**src/design/admx_pkg.sv**
```systemverilog
/*
 * Shared constants and types for the converter output demultiplexer.
 * Assumes one 40 MHz system clock; every pin-side input is synchronised in the core.
 */
package admx_pkg;
    localparam int          CLK_PERIOD_NS     = 25;
    localparam int          NUM_PORTS         = 4;
    localparam int          WORD_W            = 10;
    localparam int          SYNC_W            = 19;
    localparam logic [9:0]  WORD_ALL_HIGH     = 10'h3ff;
    localparam logic [9:0]  WORD_ALL_LOW      = 10'h000;
    localparam logic [9:0]  CHECK_EVEN_WORD   = 10'h2aa;
    localparam logic [9:0]  CHECK_ODD_WORD    = 10'h155;
    localparam logic [1:0]  LAST_PORT_RATIO4  = 2'h3;
    localparam logic [1:0]  LAST_PORT_RATIO2  = 2'h1;
    // Register byte offsets
    localparam logic [3:0]  OFS_CTRL          = 4'h0;
    localparam logic [3:0]  OFS_STATUS        = 4'h4;
    localparam logic [3:0]  OFS_OVR_COUNT     = 4'h8;
    // Control register fields
    localparam int          CTRL_REALIGN_BIT  = 0;
    // Status register fields
    localparam int          STAT_MODE_LSB     = 0;
    localparam int          STAT_PHASE_LSB    = 8;
    localparam int          STAT_WPHASE_BIT   = 10;
    localparam int          STAT_STATE_LSB    = 12;
    localparam logic [31:0] RESET_WORD        = 32'h0000_0000;
    localparam logic [15:0] OVR_COUNT_RESET   = 16'h0000;
    // Mode field positions inside the synchronised mode vector
    localparam int          MODE_CTYPE_BIT    = 0;
    localparam int          MODE_RATIO_BIT    = 1;
    localparam int          MODE_TEST_N_BIT   = 2;
    localparam int          MODE_TIMING_N_BIT = 3;
    localparam int          MODE_SLEEP_N_BIT  = 4;

    typedef enum logic [2:0] {
        ADMX_ST_ALIGN = 3'h1,
        ADMX_ST_RUN   = 3'h2,
        ADMX_ST_SLEEP = 3'h4
    } admx_state_type;
endpackage : admx_pkg

```
**src/design/admx_regs_if.sv**
```systemverilog
/*
 * Carrier between the demultiplexer core and its register slave.
 * Assumes both ends run on the same clock.
 */
`timescale 1ns/100ps
interface admx_regs_if;
    logic                  realign_req;
    logic                  ovr_event;
    logic [4:0]            mode_bits;
    logic [1:0]            phase;
    logic                  word_phase;
    admx_pkg::admx_state_type state;

    modport core (output ovr_event, output mode_bits, output phase, output word_phase, output state,
                  input realign_req);
    modport regs (input ovr_event, input mode_bits, input phase, input word_phase, input state,
                  output realign_req);
endinterface : admx_regs_if

```
**src/design/admx_avalon_regs.sv**
```systemverilog
/*
 * Avalon-MM register slave of the output demultiplexer.
 * Assumes a master that holds its request until it samples waitrequest low.
 */
`timescale 1ns/100ps
module admx_avalon_regs (
    input  wire logic        clk,
    input  wire logic        rst,
    input  wire logic [3:0]  avs_address,
    input  wire logic        avs_read,
    input  wire logic        avs_write,
    input  wire logic [31:0] avs_writedata,
    output logic      [31:0] avs_readdata,
    output logic             avs_waitrequest,
    admx_regs_if.regs        rif
);
    logic [15:0] ovr_count_reg;
    logic        realign_reg;
    logic        req;
    logic        accept;
    logic [31:0] status_word;

    assign req    = avs_read | avs_write;
    // Accepted at the edge where the master sees waitrequest low
    assign accept = req & ~avs_waitrequest;
    assign rif.realign_req = realign_reg;

    always_comb begin
        status_word = admx_pkg::RESET_WORD;
        status_word[admx_pkg::STAT_MODE_LSB +: 5]  = rif.mode_bits;
        status_word[admx_pkg::STAT_PHASE_LSB +: 2] = rif.phase;
        status_word[admx_pkg::STAT_WPHASE_BIT]     = rif.word_phase;
        status_word[admx_pkg::STAT_STATE_LSB +: 3] = rif.state;
    end

    // One wait cycle, then a single ready cycle
    always_ff @(posedge clk) begin
        if (rst) begin
            avs_waitrequest <= 1'b1;
        end else begin
            avs_waitrequest <= ~(req & avs_waitrequest);
        end
    end

    always_ff @(posedge clk) begin
        if (rst) begin
            avs_readdata <= admx_pkg::RESET_WORD;
        end else if (avs_read && avs_waitrequest) begin
            case (avs_address)
                admx_pkg::OFS_STATUS:    avs_readdata <= status_word;
                admx_pkg::OFS_OVR_COUNT: avs_readdata <= {16'h0000, ovr_count_reg};
                default:                 avs_readdata <= admx_pkg::RESET_WORD;
            endcase
        end
    end

    // Self-clearing realign request
    always_ff @(posedge clk) begin
        if (rst) begin
            realign_reg <= 1'b0;
        end else begin
            realign_reg <= accept && avs_write && (avs_address == admx_pkg::OFS_CTRL)
                           && avs_writedata[admx_pkg::CTRL_REALIGN_BIT];
        end
    end

    // A new event in the clearing cycle is kept: set wins
    always_ff @(posedge clk) begin
        if (rst) begin
            ovr_count_reg <= admx_pkg::OVR_COUNT_RESET;
        end else if (accept && avs_write && (avs_address == admx_pkg::OFS_OVR_COUNT)) begin
            ovr_count_reg <= {15'h0000, rif.ovr_event};
        end else if (rif.ovr_event && (ovr_count_reg != 16'hffff)) begin
            ovr_count_reg <= ovr_count_reg + 16'h0001;
        end
    end
endmodule : admx_avalon_regs

```
**src/design/admx_demux.sv**
```systemverilog
/*
 * Output demultiplexer core: spreads converter samples over two or four output
 * ports, forwards data-ready clocks, drives out-of-range bits, checkerboard test.
 * Assumes sample_clk and all pin inputs are asynchronous to clk and far slower
 * (sample_clk period at least 8 clk periods), and that sample data and range
 * flags are stable for two clk periods either side of a sample_clk rising edge.
 */
// Summary of operation
// - Sleep, port-timing and test selects are active low, idle high.
// - Ratio select low spreads samples over two ports, high over four.
// - Full-rate clock is a quarter of sample rate in four-port mode, rising centred.
// - Half-rate clock is an eighth of sample rate in four-port mode, toggling per word.
// - Clock-type input high selects full-rate clocking, low selects half-rate.
// - Staggered mode presents port words one after another, simultaneous all at once.
// - Simultaneous output by default; staggered only while port-timing select is low.
// - In staggered mode each overrange pin carries that port's data-ready clock.
// - In simultaneous mode the overrange bit is one on overflow or underflow.
// - Positive overrange forces all ones, negative forces all zeros, overrange bit set.
// - Main clock equals port B clock in two-port mode, port D in four-port.
// - Sleep select low parks outputs; high resumes normal conversion.
// - Self-test words are checkerboards that invert on every new output word.
// - Demultiplexer reset is applied before self-test for a deterministic phase.
// - Four-port test sequence 2AA,155,2AA,155 then 155,2AA,155,2AA; overrange marks 155.
// - Two-port test sequence 2AA,155 then 155,2AA; overrange marks 155.
// - Demultiplexer reset aligns order so samples go to ports A, B, C, D in four-port mode, A, B in two-port.
// - Demultiplexer reset input is active high.
`timescale 1ns/100ps
module admx_demux (
    input  wire logic             clk,
    input  wire logic             rst,
    input  wire logic             sample_clk,
    input  wire logic [9:0]       sample_data,
    input  wire logic             sample_overflow,
    input  wire logic             sample_underflow,
    input  wire logic             demux_async_reset,
    input  wire logic             sleep_select_n,
    input  wire logic             port_timing_select_n,
    input  wire logic             checkerboard_test_select_n,
    input  wire logic             port_ratio_select,
    input  wire logic             forwarded_clock_type,
    input  wire logic [3:0]       avs_address,
    input  wire logic             avs_read,
    input  wire logic             avs_write,
    input  wire logic [31:0]      avs_writedata,
    output logic      [31:0]      avs_readdata,
    output logic                  avs_waitrequest,
    output logic      [3:0][9:0]  port_data,
    output logic      [3:0]       port_overrange_or_clock,
    output logic                  main_forwarded_clock
);
    logic [admx_pkg::SYNC_W-1:0] sync1_reg;
    logic [admx_pkg::SYNC_W-1:0] sync2_reg;
    logic                        sclk_prev_reg;
    logic [4:0]                  mode_prev_reg;
    logic [4:0]                  mode_s;
    logic                        sclk_s;
    logic                        dreset_s;
    logic [9:0]                  data_s;
    logic                        over_s;
    logic                        under_s;
    logic                        tick;
    logic                        mode_chg;
    logic                        realign;
    logic                        stag_on;
    logic                        test_on;
    logic                        ratio4;
    logic                        full_rate;
    logic [1:0]                  last;
    admx_pkg::admx_state_type    state_reg;
    admx_pkg::admx_state_type    state_next;
    logic [1:0]                  cnt_reg;
    logic [1:0]                  cnt_next;
    logic                        wphase_reg;
    logic [3:0][9:0]             shadow_reg;
    logic [3:0]                  shadow_or_reg;
    logic [3:0]                  port_clk_reg;
    logic [3:0]                  clk_next;
    logic [9:0]                  cur_word;
    logic                        cur_or;
    logic                        check_sel;
    logic                        running_tick;
    admx_regs_if                 rif ();

    function automatic logic [1:0] admx_pos(input logic [1:0] cnt, input logic [1:0] k,
                                            input logic [1:0] lst);
        admx_pos = (cnt - k - 2'h1) & lst;
    endfunction : admx_pos

    // Two flip-flops on every pin input before any logic reads it
    always_ff @(posedge clk) begin
        if (rst) begin
            sync1_reg <= '0;
            sync2_reg <= '0;
        end else begin
            sync1_reg <= {sample_clk, demux_async_reset, sleep_select_n, port_timing_select_n,
                          checkerboard_test_select_n, port_ratio_select, forwarded_clock_type,
                          sample_overflow, sample_underflow, sample_data};
            sync2_reg <= sync1_reg;
        end
    end

    assign sclk_s   = sync2_reg[18];
    assign dreset_s = sync2_reg[17];
    assign mode_s   = sync2_reg[16:12];
    assign over_s   = sync2_reg[11];
    assign under_s  = sync2_reg[10];
    assign data_s   = sync2_reg[9:0];

    // Low level asserts the port-timing and test selects; ratio and clock-type selects are active high
    assign stag_on   = ~mode_s[admx_pkg::MODE_TIMING_N_BIT];
    assign test_on   = ~mode_s[admx_pkg::MODE_TEST_N_BIT];
    assign ratio4    = mode_s[admx_pkg::MODE_RATIO_BIT];
    assign full_rate = mode_s[admx_pkg::MODE_CTYPE_BIT];
    assign last      = ratio4 ? admx_pkg::LAST_PORT_RATIO4 : admx_pkg::LAST_PORT_RATIO2;

    always_ff @(posedge clk) begin
        if (rst) begin
            sclk_prev_reg <= 1'b0;
            mode_prev_reg <= 5'h1f;
        end else begin
            sclk_prev_reg <= sclk_s;
            mode_prev_reg <= mode_s;
        end
    end

    assign tick     = sclk_s & ~sclk_prev_reg;
    // A mode change mid-word would scramble the port order, so it realigns
    assign mode_chg = (mode_s != mode_prev_reg);
    assign realign  = dreset_s | rif.realign_req | mode_chg;
    assign running_tick = tick && (state_reg == admx_pkg::ADMX_ST_RUN) && !realign;

    always_comb begin
        case (state_reg)
            admx_pkg::ADMX_ST_ALIGN: state_next = admx_pkg::ADMX_ST_RUN;
            admx_pkg::ADMX_ST_RUN:   state_next = mode_s[admx_pkg::MODE_SLEEP_N_BIT] ?
                                                  admx_pkg::ADMX_ST_RUN : admx_pkg::ADMX_ST_SLEEP;
            admx_pkg::ADMX_ST_SLEEP: state_next = mode_s[admx_pkg::MODE_SLEEP_N_BIT] ?
                                                  admx_pkg::ADMX_ST_ALIGN : admx_pkg::ADMX_ST_SLEEP;
            default:                 state_next = admx_pkg::ADMX_ST_ALIGN;
        endcase
        if (realign) begin
            state_next = admx_pkg::ADMX_ST_ALIGN;
        end
    end

    always_ff @(posedge clk) begin
        if (rst) begin
            state_reg <= admx_pkg::ADMX_ST_ALIGN;
        end else begin
            state_reg <= state_next;
        end
    end

    assign cnt_next = (cnt_reg == last) ? 2'h0 : cnt_reg + 2'h1;

    // Port pointer and word phase restart at port A, even word
    always_ff @(posedge clk) begin
        if (rst || realign || state_reg != admx_pkg::ADMX_ST_RUN) begin
            cnt_reg    <= 2'h0;
            wphase_reg <= 1'b0;
        end else if (tick) begin
            cnt_reg <= cnt_next;
            if (cnt_reg == last) begin
                wphase_reg <= ~wphase_reg;
            end
        end
    end

    // Checkerboard alternates per sample and inverts per word
    assign check_sel = cnt_reg[0] ^ wphase_reg;

    always_comb begin
        if (test_on) begin
            cur_word = check_sel ? admx_pkg::CHECK_ODD_WORD : admx_pkg::CHECK_EVEN_WORD;
            cur_or   = check_sel;
        end else if (over_s) begin
            cur_word = admx_pkg::WORD_ALL_HIGH;
            cur_or   = 1'b1;
        end else if (under_s) begin
            cur_word = admx_pkg::WORD_ALL_LOW;
            cur_or   = 1'b1;
        end else begin
            cur_word = data_s;
            cur_or   = 1'b0;
        end
    end

    // Port clock position counts ticks since that port last loaded
    always_comb begin
        logic [1:0] keff;
        logic [1:0] p;
        logic       dr;
        logic       at_half;
        keff    = 2'h0;
        p       = 2'h0;
        dr      = 1'b0;
        at_half = 1'b0;
        for (int k = 0; k < admx_pkg::NUM_PORTS; k++) begin
            keff    = stag_on ? k[1:0] : last;
            p       = admx_pos(cnt_next, keff, last);
            dr      = ratio4 ? p[1] : p[0];
            at_half = ratio4 ? (p == 2'h2) : (p == 2'h1);
            if (k[1:0] > last) begin
                clk_next[k] = 1'b0;
            end else if (full_rate) begin
                clk_next[k] = dr;
            end else begin
                clk_next[k] = port_clk_reg[k] ^ at_half;
            end
        end
    end

    always_ff @(posedge clk) begin
        if (rst || state_reg != admx_pkg::ADMX_ST_RUN || realign) begin
            shadow_reg    <= '0;
            shadow_or_reg <= 4'h0;
        end else if (tick) begin
            shadow_reg[cnt_reg]    <= cur_word;
            shadow_or_reg[cnt_reg] <= cur_or;
        end
    end

    // Parked outputs in sleep and while aligning; the level is not meaningful
    always_ff @(posedge clk) begin
        if (rst || state_reg != admx_pkg::ADMX_ST_RUN || realign) begin
            port_data               <= '0;
            port_overrange_or_clock <= 4'h0;
            port_clk_reg            <= 4'h0;
            main_forwarded_clock    <= 1'b0;
        end else if (tick) begin
            port_clk_reg         <= clk_next;
            main_forwarded_clock <= clk_next[last];
            if (stag_on) begin
                port_data[cnt_reg]      <= cur_word;
                port_overrange_or_clock <= clk_next;
            end else if (cnt_reg == last) begin
                for (int k = 0; k < admx_pkg::NUM_PORTS; k++) begin
                    if (k[1:0] == cnt_reg) begin
                        port_data[k]               <= cur_word;
                        port_overrange_or_clock[k] <= cur_or;
                    end else if (k[1:0] < cnt_reg) begin
                        port_data[k]               <= shadow_reg[k];
                        port_overrange_or_clock[k] <= shadow_or_reg[k];
                    end
                end
            end
        end
    end

    assign rif.ovr_event  = running_tick && cur_or && !test_on;
    assign rif.mode_bits  = mode_s;
    assign rif.phase      = cnt_reg;
    assign rif.word_phase = wphase_reg;
    assign rif.state      = state_reg;

    admx_avalon_regs u_regs (
        .clk             (clk),
        .rst             (rst),
        .avs_address     (avs_address),
        .avs_read        (avs_read),
        .avs_write       (avs_write),
        .avs_writedata   (avs_writedata),
        .avs_readdata    (avs_readdata),
        .avs_waitrequest (avs_waitrequest),
        .rif             (rif)
    );

    a_ratio_two_ports: assert property (@(posedge clk) disable iff (rst)
        (!ratio4 && !mode_chg) |-> !cnt_reg[1])
        else $error("Two-port ratio reached port C or D");
    a_pointer_wraps: assert property (@(posedge clk) disable iff (rst)
        (running_tick && cnt_reg == last) |=> (cnt_reg == 2'h0))
        else $error("Port pointer did not wrap to port A");
    a_full_rate_clock: assert property (@(posedge clk) disable iff (rst)
        (state_reg == admx_pkg::ADMX_ST_RUN && full_rate && ratio4 && !mode_chg)
        |-> (main_forwarded_clock == cnt_reg[1]))
        else $error("Full-rate clock not high in second half of word");
    a_half_rate_toggle: assert property (@(posedge clk) disable iff (rst)
        (running_tick && !full_rate && ratio4 && cnt_reg == 2'h1)
        |=> (main_forwarded_clock != $past(main_forwarded_clock)))
        else $error("Half-rate clock did not toggle mid-word");
    a_half_rate_hold: assert property (@(posedge clk) disable iff (rst)
        (running_tick && !full_rate && ratio4 && cnt_reg != 2'h1)
        |=> $stable(main_forwarded_clock))
        else $error("Half-rate clock toggled off mid-word");
    a_stagger_load: assert property (@(posedge clk) disable iff (rst)
        (running_tick && stag_on) |=> (port_data[$past(cnt_reg)] == $past(cur_word)))
        else $error("Staggered port did not take its sample");
    a_simul_hold: assert property (@(posedge clk) disable iff (rst)
        (running_tick && !stag_on && cnt_reg != last) |=> $stable(port_data))
        else $error("Simultaneous ports changed before the word completed");
    a_or_is_clock: assert property (@(posedge clk) disable iff (rst)
        (running_tick && stag_on) |=> (port_overrange_or_clock == port_clk_reg))
        else $error("Staggered overrange pins do not carry port clocks");
    a_overflow_word: assert property (@(posedge clk) disable iff (rst)
        (running_tick && !stag_on && !test_on && over_s && cnt_reg == last)
        |=> (port_data[$past(cnt_reg)] == admx_pkg::WORD_ALL_HIGH)
            && port_overrange_or_clock[$past(cnt_reg)])
        else $error("Overflow word or bit wrong");
    a_main_equals_last: assert property (@(posedge clk) disable iff (rst)
        (running_tick && stag_on) |=> (main_forwarded_clock == port_overrange_or_clock[last]))
        else $error("Main clock differs from last port clock");
    a_sleep_parked: assert property (@(posedge clk) disable iff (rst)
        (state_reg == admx_pkg::ADMX_ST_SLEEP) |=> (port_data == '0) && !main_forwarded_clock)
        else $error("Outputs not parked during sleep");
    a_checker_word: assert property (@(posedge clk) disable iff (rst)
        (running_tick && stag_on && test_on)
        |=> (port_data[$past(cnt_reg)] == ($past(check_sel) ? admx_pkg::CHECK_ODD_WORD
                                                             : admx_pkg::CHECK_EVEN_WORD)))
        else $error("Checkerboard word wrong for port and phase");
    a_realign_order: assert property (@(posedge clk) disable iff (rst)
        dreset_s |=> (state_reg == admx_pkg::ADMX_ST_ALIGN) && (cnt_reg == 2'h0) && !wphase_reg)
        else $error("Reset did not realign to port A");

    c_stagger_word: cover property (@(posedge clk) disable iff (rst)
        running_tick && stag_on && ratio4 && cnt_reg == 2'h3);
    c_test_run: cover property (@(posedge clk) disable iff (rst)
        running_tick && test_on && wphase_reg && cnt_reg == last);
    c_sleep_entry: cover property (@(posedge clk) disable iff (rst)
        state_reg == admx_pkg::ADMX_ST_SLEEP);
    c_overrange: cover property (@(posedge clk) disable iff (rst)
        running_tick && !stag_on && cur_or && !test_on);
endmodule : admx_demux

```
**config.mk**
```make
export PLATFORM = sky130hd
export DESIGN_NAME = admx_demux
export DESIGN_NICKNAME = d
export VERILOG_FILES = /design/src/design/admx_pkg.sv /design/src/design/admx_regs_if.sv /design/src/design/admx_avalon_regs.sv /design/src/design/admx_demux.sv
export SDC_FILE = /design/constraint.sdc
export NUM_CORES = 1
export LEC_CHECK = 0
export ABC_CLOCK_PERIOD_IN_PS = 2500
export BUFFER_PORTS_ARGS = -buffer_cell sky130_fd_sc_hd__buf_2
export CAP_MARGIN = 20
export CORE_MARGIN = 3
export CORE_UTILIZATION = 49
export DETAILED_ROUTE_END_ITERATION = 7
export PLACE_DENSITY = 0.75
export SLEW_MARGIN = 25
export SYNTH_ARGS = -nofsm -noshare
export SYNTH_HDL_FRONTEND = slang
export SYNTH_SLANG_ARGS = --single-unit
```
**constraint.sdc**
```tcl
create_clock -name clk -period 2.5 [get_ports clk]
set_input_delay 0.625 -clock clk [delete_from_list [all_inputs] [get_ports clk]]
set_output_delay 0.625 -clock clk [all_outputs]
set_load 0.02 [all_outputs]
```
Word-level counts from Yosys, hierarchy flattened --
Cells that the tools add are included. Widths: inputs -> output; s select.
Word-level totals: input port bits 59, output and inout bits 78, register bits 193
Operators by class: bitwise operators 19, multiplexer cells 64, $lt $le $gt $ge 11, reduce and logical (&&, ||, !) cells 26, add/subtract/negate cells 10, eq/ne operators 25
Operators by type and width (number):
- $mux 10 | 13
- $bwmux 40 | 2
- $mux 40 | 2
- $pmux 16 s2 | 1
- $mux 1 | 31
- $demux 10 s2 | 1
- $add 16x1->16 const B | 1
- $ne 16x16->1 const B | 1
- $mux 2 | 6
- $ne 3x1->1 const B | 4
- $reduce_and 3->1 | 4
- $logic_and 1x1->1 | 11
- $pmux 3 s3 | 1
- $and 2x2->2 | 4
- $eq 2x1->1 const B | 4
- $eq 2x2->1 const B | 4
- $mux 4 | 2
- $sub 2x1->2 const B | 4
- $sub 2x2->2 | 4
- $lt 2x3->1 const B | 2
- $mux 3 | 2
- $ne 5x5->1 | 1
- $xor 1x1->1 | 5
- $bwmux 4 | 1
- other kinds (28) | 44

Depth between registers and ports, before layout --
word-level depth 13, mapped depth 10, depth with buffers taken out 8

Hierarchy --
From an unflattened synthesis, not the netlist that was laid out.
Unflattened totals: cell total of the unflattened synthesis 814, area, all modules 7014.2 µm²
Modules (own cells, without submodules):
- admx_demux | times used 1, sequential area each 2642.5 µm², area each 5308.8 µm², cells each 608
- admx_avalon_regs | times used 1, sequential area each 680.7 µm², area each 1705.4 µm², cells each 206

Worst setup path after synthesis --
Ideal clock, no wire load.
path type register to register, start reg cnt_reg[0], end reg port_overrange_or_clock[2], stages on the path, launching flop included 9, arrival time 2.207 ns, period minus slack after synthesis 2.298 ns, setup slack 0.202 ns, library setup time 0.091 ns, cells stage by stage dfxtp_1 > clkbuf_1 > inv_1 > ha_1 > a21boi_0 > xnor2_1 > o211a_1 > o21ai_0 > a311oi_1
Between the ends: longest elaborated chain between the ends 11
RTL lines:
- start: declaration | RTL line admx_demux.sv:71 | logic [1:0] cnt_reg;
- start signal: assignment | RTL line admx_demux.sv:162 | cnt_reg <= cnt_next;
- $add 2x1->2 / $eq 2x2->1 (equally long branches) | RTL line admx_demux.sv:154, admx_demux.sv:236
- $mux 2 | RTL line admx_demux.sv:154 | assign cnt_next = (cnt_reg == last) ? 2'h0 : cnt_reg + 2'h1;
- $sub 2x2->2 | RTL line admx_demux.sv:86 | admx_pos = (cnt - k - 2'h1) & lst;
- $sub 2x1->2 | RTL line admx_demux.sv:86
- $and 2x2->2 | RTL line admx_demux.sv:86
- $eq 2x1->1 / $eq 2x2->1 (equally long branches) | RTL line admx_demux.sv:202 | at_half = ratio4 ? (p == 2'h2) : (p == 2'h1);
- $mux 1 | RTL line admx_demux.sv:202
- $xor 1x1->1 | RTL line admx_demux.sv:208 | clk_next[k] = port_clk_reg[k] ^ at_half;
- $mux 1 | RTL line admx_demux.sv:205 | end else if (full_rate) begin
- $mux 1 | RTL line admx_demux.sv:203 | if (k[1:0] > last) begin
- $mux 4 | RTL line admx_demux.sv:233 | if (stag_on) begin
- end signal: assignment | RTL line admx_demux.sv:235 | port_overrange_or_clock <= clk_next;
- end signal: indexed assignment | RTL line admx_demux.sv:240 | port_overrange_or_clock[k] <= cur_or;
- end signal: indexed assignment | RTL line admx_demux.sv:243 | port_overrange_or_clock[k] <= shadow_or_reg[k];
- end: declaration | RTL line admx_demux.sv:48 | output logic [3:0] port_overrange_or_clock,
Several ways; a longest one is shown, not always the timed one. The select of a mux whose other input is x is not followed. A chain may end at the register's enable or synchronous reset.

Final worst setup path --
start reg cnt_reg[0], end reg port_overrange_or_clock[3]
The elaborated chain is that of the path after synthesis.

==> summary.md <==
| Metric | Value |
|---|---|
| Ys async rst share | 0 |
| Clock latency on the worst-skew pair | 0.43 ns |
| Core area | 0.01393 mm^2 |
| Antenna Cells | 0 |
| Layout Skew | 0.008018 ns |
| Max Freq | 443.4 MHz |
| Status | finished with violations |
| Leakage | 3.228 nW |
| HP Class | in2reg |
| Layout cell share with drive strength beyond 1 | 0.1661 |
| Slew at the pin with the worst max-slew slack | 0.6896 ns |
| Antenna violations before repair | 0 |
| Die area | 0.01581 mm^2 |
| Clock sink count | 166 |
| Clk pin slew, worst setup/hold paths | 0.07 ns |
| TNS Setup | 0 ns |
| Post-route minimum period | 2.255 ns |
| Global-route usage over all layers | 0.2053 |
| RSZ-0062 raised after global routing | no |
| Compound-Gate Fraction of Synth Area | 0.1598 |
| Number of global-route vias before repair | 5457 |
| Pwr Density | 664.7 mW/mm^2 |
| Setup-failing EPs final | 0 |
| CP Launch Type | flop |
| MaxCap Viol Count | 0 |
| Avg Cell Area, Syn | 8.206 um^2 |
| Mux share of post-synthesis cell area | 0.01710 |
| Die height | 125.7 um |
| Post-route cell area | 0.008137 mm^2 |
| Cell Area, Placed | 0.007586 mm^2 |
| Hold Buf Count CTS | 0 |
| FILL cells | 1259 |
| CTS Buffer Depth | 2 |
| Yosys reg bits | 166 |
| Sw Pwr | 1.313 mW |
| Register area share after synthesis | 0.4731 |
| Buffers added on ports | 89 |
| Largest net degree at the start of global routing | 86 |
| Die Width | 125.7 um |
| Post-synth top area cell | dfxtp_1 |
| Routed wire per std cell | 14.33 um |
| Vias | 5933 |
| Post-Synth Adder-Cell Area | 0.01069 |
| CP max FO | 6 |
| Synthesis-to-layout area growth | 15.84% |
| Simple-gate share of the synthesized area | 0.2499 |
| Max reg flops | 40 |
| Cts bufs inserted | 17 |
| Sequential share of power | 0.503 |
| Max-slew violation count | 0 |
| Power Internal | 4.095 mW |
| VDD IR max | 0.4680 mV |
| Worst EP arrival | 2.60 ns |
| Comb power frac | 0.054 |
| Routability cong. | 0.8795 |
| Post-synth top flop | dfxtp_1 |
| Routed vias/inst | 5.302 |
| FP Rows | 43 |
| Synthesized area | 0.007024 mm^2 |
| Crit share post-route | 0.9020 |
| Crit. End Element | flop |
| # IOs | 137 |
| Synth top area cells | dfxtp_1 (47%), nor2_1 (9.9%), a21oi_1 (5.5%) |
| Crit path kind | reg2reg |
| CTS tree | done |
| Clock group share of total power | 0.443 |
| Starting DRC count in detailed routing | 564 |
| Sw frac | 0.2428 |
| Top cell type's share of synthesized area | 0.4731 |
| Synth unique cells | 56 |
| Nets | 991 |
| DR pass1 iterations | 8 |
| Post-CTS Repair Setup Buffers | 0 |
| Drc violations | 2 |
| WL final | 16040 um |
| Top cells by count, synth | nor2_1 (185), dfxtp_1 (166), a21oi_1 (77) |
| Count leader, synth | nor2_1 |
| DRT antenna net count | 0 |
| Cell count after synthesis | 856 |
| Failing checks | design-rule violations |
| Starting density of the core | 0.5041 |
| Root Buffer | clkbuf_16 |
| Post-synth EDFFs | 0 |
| First-pass GRT wire length | 26770 um |
| Final Hold Viols | 0 |
| Synth Area in XOR/XNOR | 0.03295 |
| Worst EP required | 2.85 ns |
| Largest family of logic cells by synthesized area | simple AND/OR/NAND/NOR gates |
| Estimated wirelength of the detail-placed design | 10900 um |
| YS warnings | 0 |
| Gr ovfl total | 0 |
| H-tree depth | 4 |
| Worst-case headroom to the max-slew limit | 0.5383 |
-- final timing paths --
check / start / cells past startpoint / endpoint / slack, ns
min: forwarded_clock_type / 2 / sync1_reg[12]$_SDFF_PP0_ / 0.40
min reg2reg: sync1_reg[6]$_SDFF_PP0_ / 1 / sync2_reg[6]$_SDFF_PP0_ / 0.44
max: cnt_reg[0]$_SDFFE_PP0N_ / 8 / port_overrange_or_clock[3]$_SDFFE_PP0P_ / 0.24
max reg2reg: cnt_reg[0]$_SDFFE_PP0N_ / 8 / port_overrange_or_clock[3]$_SDFFE_PP0P_ / 0.24
-- layer usage --
layer  global-route usage  part of all wire  vias to the layer above  wire [um]
met5                    0                 0                        -          0
met4              0.06057             0.012                        0        195
met3              0.05598             0.080                       20       1284
met2               0.3115              0.44                      196       6985
met1               0.2885              0.47                     2692       7572
li1                     -                 -                     3025          -
-- metrics by stage --
| stage | setup WS, ns | hold WS (ns) | power [mW] | cells | util |
|---|---|---|---|---|---|
| after floorplan | 0.2020 | 0.4138 | 2.995 | 871 | - |
| after global placement | 0.2782 | 0.4159 | 3.064 | 1087 | 0.5444 |
| after detailed placement | 0.2496 | 0.4204 | 3.068 | 1087 | 0.5444 |
| after CTS | 0.2275 | 0.3825 | 5.447 | 1119 | 0.5833 |
| after global routing | 0.03343 | 0.3981 | 5.585 | 1119 | 0.5839 |
| final | 0.2449 | 0.4010 | 5.408 | 1119 | 0.5839 |
-- worst max-delay path, cell delays in order (launching register included) --
cell and delay (ns):
dfxtp_1 0.44, inv_1 0.18, ha_1 0.40, nor2b_1 0.18
nand3_1 0.08, o21ai_0 0.07, a211oi_1 0.43, o21ai_0 0.16
a211oi_1 0.23
-- power groups by stage --
stage / Sequential, mW / Combinational [mW] / Clock [mW]
after floorplan: 2.78 / 0.211 / 0
after global placement: 2.78 / 0.288 / 0
after detailed placement: 2.78 / 0.290 / 0
after CTS: 2.72 / 0.292 / 2.44
after global routing: 2.72 / 0.328 / 2.53
final: 2.72 / 0.295 / 2.39
-- final cells by class --
cell class | instances | area (um^2) | area share
clock inverters | 14 | 102.6 | 0.01261
repair buffers | 111 | 623.1 | 0.07658
multi-input cells | 619 | 3382 | 0.4157
flip-flops and latches | 166 | 3323 | 0.4084
well taps | 180 | 225.2 | 0.02768
clock buffers | 18 | 439.2 | 0.05398
inverters | 11 | 41.29 | 0.005075
-- cells by family after synthesis --
kind of cell    after synthesis
buf+inv                      86
mux                          12
compound gates              180
other cells                   1
flops                       166
simple gates                381
fa+ha+maj                     6
xor+xnor                     24
-- layout by cell type, fill, tap and decap left out, drive strengths merged, types with 13 or more instances in the layout --
master and count:
a221oi 13, nor3 19, nor2 185, nand3 17, o21ai 31, buf 111, conb 16, a211oi 33
inv 13, nand2 62, a21oi 78, clkbuf 18, dfxtp 166, nor2b 54
-- timing repair --
item                       4_1_cts  5_1_grt
setup endpoints to repair        0        1
hold endpoints to repair         0        0
gates resized for setup          0        1
No activity file was read; power rests on OpenSTA's default activity.
